$ cat src/rtl/cfg_src_pkg.sv
// constants and carrier types for the serial bitstream source
// assumes a 20 MHz system clock; the bitstream store lives inside the source
package cfg_src_pkg;
  localparam int CLK_HZ = 20000000;
  // --------------------------------------------------------------------------
  // timing
  // --------------------------------------------------------------------------
  localparam int POR_MS = 200;
  localparam int POR_CYCLES = (CLK_HZ / 1000) * POR_MS;
  localparam int DONE_WAIT_BITS = 16;
  localparam int BIT_DIV = 4;
  // --------------------------------------------------------------------------
  // store layout
  // --------------------------------------------------------------------------
  localparam int ADDR_W = 10;
  localparam int STORE_BITS = 1024;
  localparam logic [ADDR_W-1:0] LAST_ADDR = 10'h3FF;
  localparam logic [ADDR_W-1:0] ADDR_RST = 10'h000;

  typedef enum logic [2:0] {
    ST_POR = 3'b000,
    ST_WAIT = 3'b001,
    ST_SEND = 3'b010,
    ST_DONE_WAIT = 3'b011,
    ST_IDLE = 3'b100,
    ST_ERROR = 3'b101,
    ST_SLAVE = 3'b110
  } cfg_state_t;

  typedef struct packed {
    logic data;
    logic last;
  } bit_word_t;

  typedef struct packed {
    logic o;
    logic oe;
  } drive_t;
endpackage

$ cat src/rtl/cfg_src.sv
// serial bitstream source: streams a stored bitstream bit by bit to a target
// assumes the enable, select and bit clock pins arrive asynchronously and are synchronised here; reconfig_instr is not; open-drain and
// two-way pins are split into in/out/enable, the wire is resolved outside
`timescale 1ns/1ps
module cfg_src
  import cfg_src_pkg::*;
#(
  parameter int POR_COUNT = cfg_src_pkg::POR_CYCLES,
  parameter bit REPROG = 1'b1,
  parameter bit AUTO_RESTART = 1'b1
) (
  input wire logic clk,
  input wire logic sys_rst,
  input wire logic enable_in,
  output logic enable_oe,
  input wire logic chip_select_in,
  output logic cascade_select_out,
  output cfg_src_pkg::drive_t serial_data,
  input wire logic serial_bit_clock_in,
  output cfg_src_pkg::drive_t serial_bit_clock,
  input wire logic reconfig_instr,
  output logic reconfig_req_oe
);
  import cfg_src_pkg::*;

  // --------------------------------------------------------------------------
  // pin synchronisers
  // --------------------------------------------------------------------------
  logic [1:0] en_sync, cs_sync, sck_sync;
  always_ff @(posedge clk) begin
    en_sync <= {en_sync[0], enable_in};
    cs_sync <= {cs_sync[0], chip_select_in};
    sck_sync <= {sck_sync[0], serial_bit_clock_in};
  end
  wire en_low = ~en_sync[1];
  wire cs_high = cs_sync[1];

  // --------------------------------------------------------------------------
  // state and counters
  // --------------------------------------------------------------------------
  cfg_state_t state, next_state;
  logic [31:0] por_cnt;
  logic [ADDR_W-1:0] addr;
  logic [1:0] div;
  logic [4:0] wait_cnt;
  logic sck;
  logic store [STORE_BITS];
  logic en_low_q;

  // store content is preset here to alternating bits: address i holds bit i[0]
  initial for (int i = 0; i < STORE_BITS; i++) store[i] = i[0];

  // oscillator runs only while sending, enabled and with the select input low
  wire osc_run = (state == ST_SEND) & ~en_low & ~cs_high;
  wire tick = osc_run & (div == 2'(BIT_DIV - 1));
  wire fall_tick = (state == ST_DONE_WAIT) & (div == 2'(BIT_DIV - 1));
  wire en_fall = en_low & ~en_low_q;
  wire is_last = (addr == LAST_ADDR);

  // --------------------------------------------------------------------------
  // two-entry buffer between store and data pin
  // --------------------------------------------------------------------------
  bit_word_t buf_q [2];
  logic [1:0] buf_cnt;
  logic rd_ptr;
  logic wr_ptr;
  logic fetched_last;
  logic shown;
  wire buf_in_ready = (buf_cnt != 2'h2);
  wire buf_in_valid = osc_run & ~fetched_last;
  wire buf_out_valid = (buf_cnt != 2'h0);
  wire buf_out_ready = tick;
  wire push = buf_in_valid & buf_in_ready;
  wire pop = buf_out_valid & buf_out_ready;
  bit_word_t head;
  logic data_q;
  logic sent_last;
  assign head = buf_q[rd_ptr];

  always_ff @(posedge clk) begin
    if (sys_rst | en_low) begin
      buf_cnt <= 2'h0;
      rd_ptr <= 1'b0;
      wr_ptr <= 1'b0;
      addr <= ADDR_RST;
      fetched_last <= 1'b0;
      sent_last <= 1'b0;
      data_q <= 1'b0;
      shown <= 1'b0;
    end else begin
      if (push) begin
        buf_q[wr_ptr] <= '{data: store[addr], last: is_last};
        wr_ptr <= ~wr_ptr;
        addr <= addr + 10'h001;
        fetched_last <= is_last;
      end
      if (pop) begin
        data_q <= head.data;
        sent_last <= head.last;
        rd_ptr <= ~rd_ptr;
        shown <= 1'b1;
      end
      buf_cnt <= buf_cnt + 2'(push) - 2'(pop);
    end
  end

  // --------------------------------------------------------------------------
  // serial clock divider
  // --------------------------------------------------------------------------
  always_ff @(posedge clk) begin
    if (sys_rst | en_low) begin
      div <= 2'h0;
      sck <= 1'b0;
      en_low_q <= 1'b1;
    end else begin
      en_low_q <= en_low;
      div <= (osc_run | state == ST_DONE_WAIT) ? div + 2'h1 : 2'h0;
      // no rising edge before the first bit stands, else the target takes a stale bit
      sck <= (osc_run | state == ST_DONE_WAIT) & div[1] & shown;
    end
  end

  // --------------------------------------------------------------------------
  // control state machine
  // --------------------------------------------------------------------------
  wire last_out = tick & sent_last & ~buf_out_valid;
  always_comb begin
    next_state = state;
    case (state)
      ST_POR: if (por_cnt >= 32'(POR_COUNT - 1)) next_state = ST_WAIT;
      ST_WAIT: if (!en_low) next_state = cs_high ? ST_SLAVE : ST_SEND;
      ST_SEND: begin
        if (cs_high) next_state = ST_ERROR;
        else if (last_out) next_state = ST_DONE_WAIT;
      end
      ST_DONE_WAIT: begin
        if (cs_high) next_state = ST_IDLE;
        else if (wait_cnt == 5'(DONE_WAIT_BITS)) next_state = ST_ERROR;
      end
      ST_IDLE: next_state = ST_IDLE;
      ST_ERROR: if (AUTO_RESTART && en_low) next_state = ST_WAIT;
      ST_SLAVE: next_state = ST_SLAVE;
      default: next_state = ST_POR;
    endcase
    if (en_fall && state != ST_POR && state != ST_ERROR) next_state = ST_WAIT;
  end

  always_ff @(posedge clk) begin
    if (sys_rst) begin
      state <= ST_POR;
      por_cnt <= 32'h0;
      wait_cnt <= 5'h0;
    end else begin
      state <= next_state;
      por_cnt <= (state == ST_POR) ? por_cnt + 32'h1 : 32'h0;
      if (state != ST_DONE_WAIT) wait_cnt <= 5'h0;
      else if (fall_tick) wait_cnt <= wait_cnt + 5'h1;
    end
  end

  // --------------------------------------------------------------------------
  // pins
  // --------------------------------------------------------------------------
  // error holds the enable line low; a non-restarting source stays there
  assign enable_oe = (state == ST_POR) | (state == ST_ERROR);
  wire drive_data = (state == ST_SEND) & ~en_low & ~cs_high;
  wire idle_hi = (state == ST_IDLE) & REPROG;
  assign serial_data = '{o: drive_data ? data_q : 1'b1, oe: drive_data | idle_hi};
  wire master = (state == ST_SEND) | (state == ST_DONE_WAIT) | (state == ST_IDLE);
  assign serial_bit_clock = '{o: (state == ST_IDLE) ? 1'b0 : sck, oe: master};
  assign cascade_select_out = ~((state == ST_DONE_WAIT) | (state == ST_IDLE));
  assign reconfig_req_oe = reconfig_instr;

  // --------------------------------------------------------------------------
  // checks
  // --------------------------------------------------------------------------
  chk_reset_floats_data: assert property (@(posedge clk) disable iff (sys_rst)
    en_low |-> !serial_data.oe || idle_hi) else $error("data driven while enable low");
  chk_por_holds_enable: assert property (@(posedge clk) disable iff (sys_rst)
    state == ST_POR |-> enable_oe) else $error("enable not held in power-on reset");
  chk_slave_floats: assert property (@(posedge clk) disable iff (sys_rst)
    state == ST_SLAVE |-> !serial_data.oe && !serial_bit_clock.oe) else $error("slave drives");
  chk_early_select_err: assert property (@(posedge clk) disable iff (sys_rst)
    state == ST_SEND && cs_high && !en_fall |=> state == ST_ERROR) else $error("no error");
  chk_cascade_after_last: assert property (@(posedge clk) disable iff (sys_rst)
    state == ST_SEND && next_state == ST_DONE_WAIT |=> !cascade_select_out && !serial_data.oe)
    else $error("cascade not passed on");
  chk_idle_clock_low: assert property (@(posedge clk) disable iff (sys_rst)
    state == ST_IDLE |-> serial_bit_clock.o == 1'b0 && serial_data.oe == REPROG)
    else $error("idle pins wrong");
  chk_done_timeout: assert property (@(posedge clk) disable iff (sys_rst)
    state == ST_DONE_WAIT && wait_cnt == 5'(DONE_WAIT_BITS) && !cs_high && !en_fall
    |=> enable_oe) else $error("missing done timeout");
  chk_reconfig_follow: assert property (@(posedge clk) disable iff (sys_rst)
    reconfig_instr |-> reconfig_req_oe) else $error("reconfigure not held");
  chk_one_bit_tick: assert property (@(posedge clk) disable iff (sys_rst)
    pop |=> !pop) else $error("two bits in a row");
endmodule

$ cat config.mk
export PLATFORM = sky130hd
export DESIGN_NAME = cfg_src
export DESIGN_NICKNAME = d
export VERILOG_FILES = /design/src/rtl/cfg_src_pkg.sv /design/src/rtl/cfg_src.sv
export SDC_FILE = /design/constraint.sdc
export NUM_CORES = 1
export LEC_CHECK = 0
export ABC_CLOCK_PERIOD_IN_PS = 5200
export BUFFER_PORTS_ARGS = -buffer_cell sky130_fd_sc_hd__buf_4
export CAP_MARGIN = 20
export CORE_ASPECT_RATIO = 2
export CORE_MARGIN = 1
export CORE_UTILIZATION = 55
export CTS_CLUSTER_SIZE = 20
export DETAILED_ROUTE_END_ITERATION = 10
export GPL_ROUTABILITY_DRIVEN = 0
export PLACE_DENSITY = 0.73
export SLEW_MARGIN = 20
export SYNTH_ARGS = -nofsm -noshare
export SYNTH_HDL_FRONTEND = slang
export SYNTH_SLANG_ARGS = --single-unit
$ cat constraint.sdc
create_clock -name clk -period 5.2 [get_ports clk]
set_input_delay 0.26 -clock clk [delete_from_list [all_inputs] [get_ports clk]]
set_output_delay 0.26 -clock clk [all_outputs]
set_load 0.1 [all_outputs]
==> out/summary.txt <==
Status: finished clean
Worst path arrival time: 3100 ps
Initial antenna violation count: 0
Synth top area share: 0.419
CTS clock-pin slew for the worst setup and hold paths: 50 ps
Max clock buf depth: 2
Power Density: 461 mW/mm2
Least-Margin Pin Slew: 884 ps
Placed cells: 414
DR WL/cell: 13.9 um
Fin Setup TNS: 0 ps
Vias in the first global route: 2388
Count leader, synth: dfxtp_1
Synth area leader: dfxtp_1
Routed vias: 2479
TritonCTS clock tree: built
Number of distinct library cells after synthesis: 43
Largest net degree at the start of global routing: 33
Peak VDD IR: 0.000416 V
1st-iter DRT viols: 73
Final setup violation count: 0
Synth Area in XOR/XNOR: 0.123
Die Y: 110 um
CP Max Fanout: 20
Drt pass-1 iters: 4
Drt via density: 5.77
Fin. Hold Viols: 0
Clk_lat worst skew: 330 ps
Diode count: 0
Post-Synth Simple-Gate Area: 0.281
Post-CTS Hold Fix Bufs: 0
Post-synthesis cell area: 0.00320 mm2
Largest family of logic cells by synthesized area: simple AND/OR/NAND/NOR gates
Starting Density: 0.565
# IOs: 13
Max-slew violations: 0
Clock Skew: 4.79 ps
Cell types occupying the most area after synthesis: dfxtp_1 42%, nor2_1 7.4%, xnor2_1 6.6%
RSZ-0062 raised after global routing: false
Post-synth top cells: 67 x dfxtp_1, 63 x nor2_1, 24 x xnor2_1
Crit path required time: 5390 ps
Core Area: 0.00566 mm2
Synth Area in Compound Gates: 0.0610
Fill count: 481
Gate Count Post-Synth: 359
H-tree levels: 3
Register area share after synthesis: 0.457
EDFF count, synth: 4
Row count: 39
Async set-reset flop share out of synthesis: 0
Fin crit share: 0.560
Area delta synth->final: 12.7%
Most used DFF post-synth: dfxtp_1
Fmax: 343 MHz
Post-route antenna net violation count: 0
Startpoint Class: register
Proportion of layout cells with a drive suffix above 1: 0.0949
DRC Markers: 0
Worst Setup End Kind: register
Synth Area per Inst: 8.91 um2
Width of the die: 55.9 um
Setup CP Type: reg2reg
Hold Crit Class: in2reg
Final #Nets: 377
Drt total wl: 5970 um
First-pass GRT wire length: 10100 um
Leakage power: 1.25 nW
Adder-Cell Fraction of Synth Area: 0.0274
Max-cap violations: 0
Port Buffers: 9
DP HPWL: 4170 um
Syn_nets: 372
Worst slew margin: 0.411
Total number of yosys warnings: 0
Final cell count without fillers: 430
Die area: 0.00614 mm2
Multiplexer share of the synthesized area: 0.00939
Postcts setup bufs: 0
Total GRT Usage: 0.212
Post_cts resized: 0
Crit path time final: 2910 ps
Root Driver: clkbuf_16
TritonCTS Buffers: 9
#FFs+latches synth: 71
Clock sinks: 71
Grt ovf: 0
[kinds of logic (layout without fill, tap and decap cells)]
kind of cell,Yosys count,count (layout)
multiplexers,3,3
buffers and inverters,30,40
AND/OR/NAND/NOR,171,171
AO/OA/AOI/OAI,32,32
flip-flops,71,71
adder cells (fa/ha/maj),7,7
XOR/XNOR,45,45
[cells in the final DEF, fill, tap and decap left out, drive strengths merged, types with 6 or more instances in the layout]
| master | Yosys | final |
|---|---|---|
| a21oi | 11 | 11 |
| and3 | 6 | 6 |
| buf | 4 | 10 |
| clkbuf | 12 | 14 |
| dfxtp | 67 | 67 |
| ha | 7 | 7 |
| inv | 14 | 14 |
| nand2 | 20 | 20 |
| nand3 | 14 | 14 |
| nand4 | 11 | 11 |
| nor2 | 63 | 63 |
| nor3 | 16 | 16 |
| nor4 | 14 | 14 |
| o21ai | 10 | 10 |
| or3 | 6 | 6 |
| xnor2 | 24 | 24 |
| xor2 | 21 | 21 |
[routing by layer]
metal  global-route usage  share of wire
met1                0.203           0.40
met2                0.389           0.55
met3               0.0612          0.022
met4                0.141          0.034
met5                    0              0
[final cells by class]
type	instances	area [um2]	share of cell area
Inverter	14	55.1	0.0153
Clock buffer	14	294	0.0816
Timing Repair Buffer	10	75.1	0.0208
Sequential cell	71	1460	0.406
Multi-Input combinational cell	258	1610	0.446
Tap cell	61	76.3	0.0212
Clock inverter	2	35.0	0.00972
[critical path, stage by stage (launching register included)]
cell	delay, ps
dfxtp_1	490
or4b_4	650
nor4b_4	600
inv_4	130
ha_1	330
inv_1	60
ha_1	140
xor2_1	170
xnor2_1	140
nor2_1	50
[metrics by stage]
stage | hold WS (ps) | setup WS (ps) | total power [mW] | util | cell area (um2)
2_1_floorplan | 288 | 2450 | 0.967 | - | 3200
3_3_place_gp | 316 | 2290 | 1.02 | 0.578 | 3270
3_5_place_dp | 316 | 2280 | 1.03 | 0.578 | 3270
4_1_cts | 16.0 | 2270 | 1.68 | 0.637 | 3600
5_1_grt | 14.1 | 2060 | 1.74 | 0.637 | 3600
6_report | 28.3 | 2290 | 1.66 | 0.637 | 3600
[report_power, final]
group	internal, mW	total (mW)	switching (mW)	leakage [nW]
clock	0.435	0.646	0.210	0.165
combinational	0.106	0.406	0.301	0.508
sequential	0.571	0.611	0.0397	0.578
total	1.11	1.66	0.551	1.25
[final timing paths]
path                            startpoint         end  slack (ps)  cells after the start
worst min register to register  en_sync[0]  en_sync[1]         330                      0
worst min-delay path             enable_in  en_sync[0]          30                      1
worst max register to register    state[0]  buf_cnt[1]        2290                      9
worst max-delay path              state[0]  buf_cnt[1]        2290                      9
[registers in the layout (all words and copies together) (netlist names), 2 cells and up, named ones only]
signal and flops:
state 3, en_sync 2, buf_q 4, cs_sync 2, buf_cnt 2, addr 10, por_cnt 32, div 2
wait_cnt 5
(Power assumes the default switching activity.)
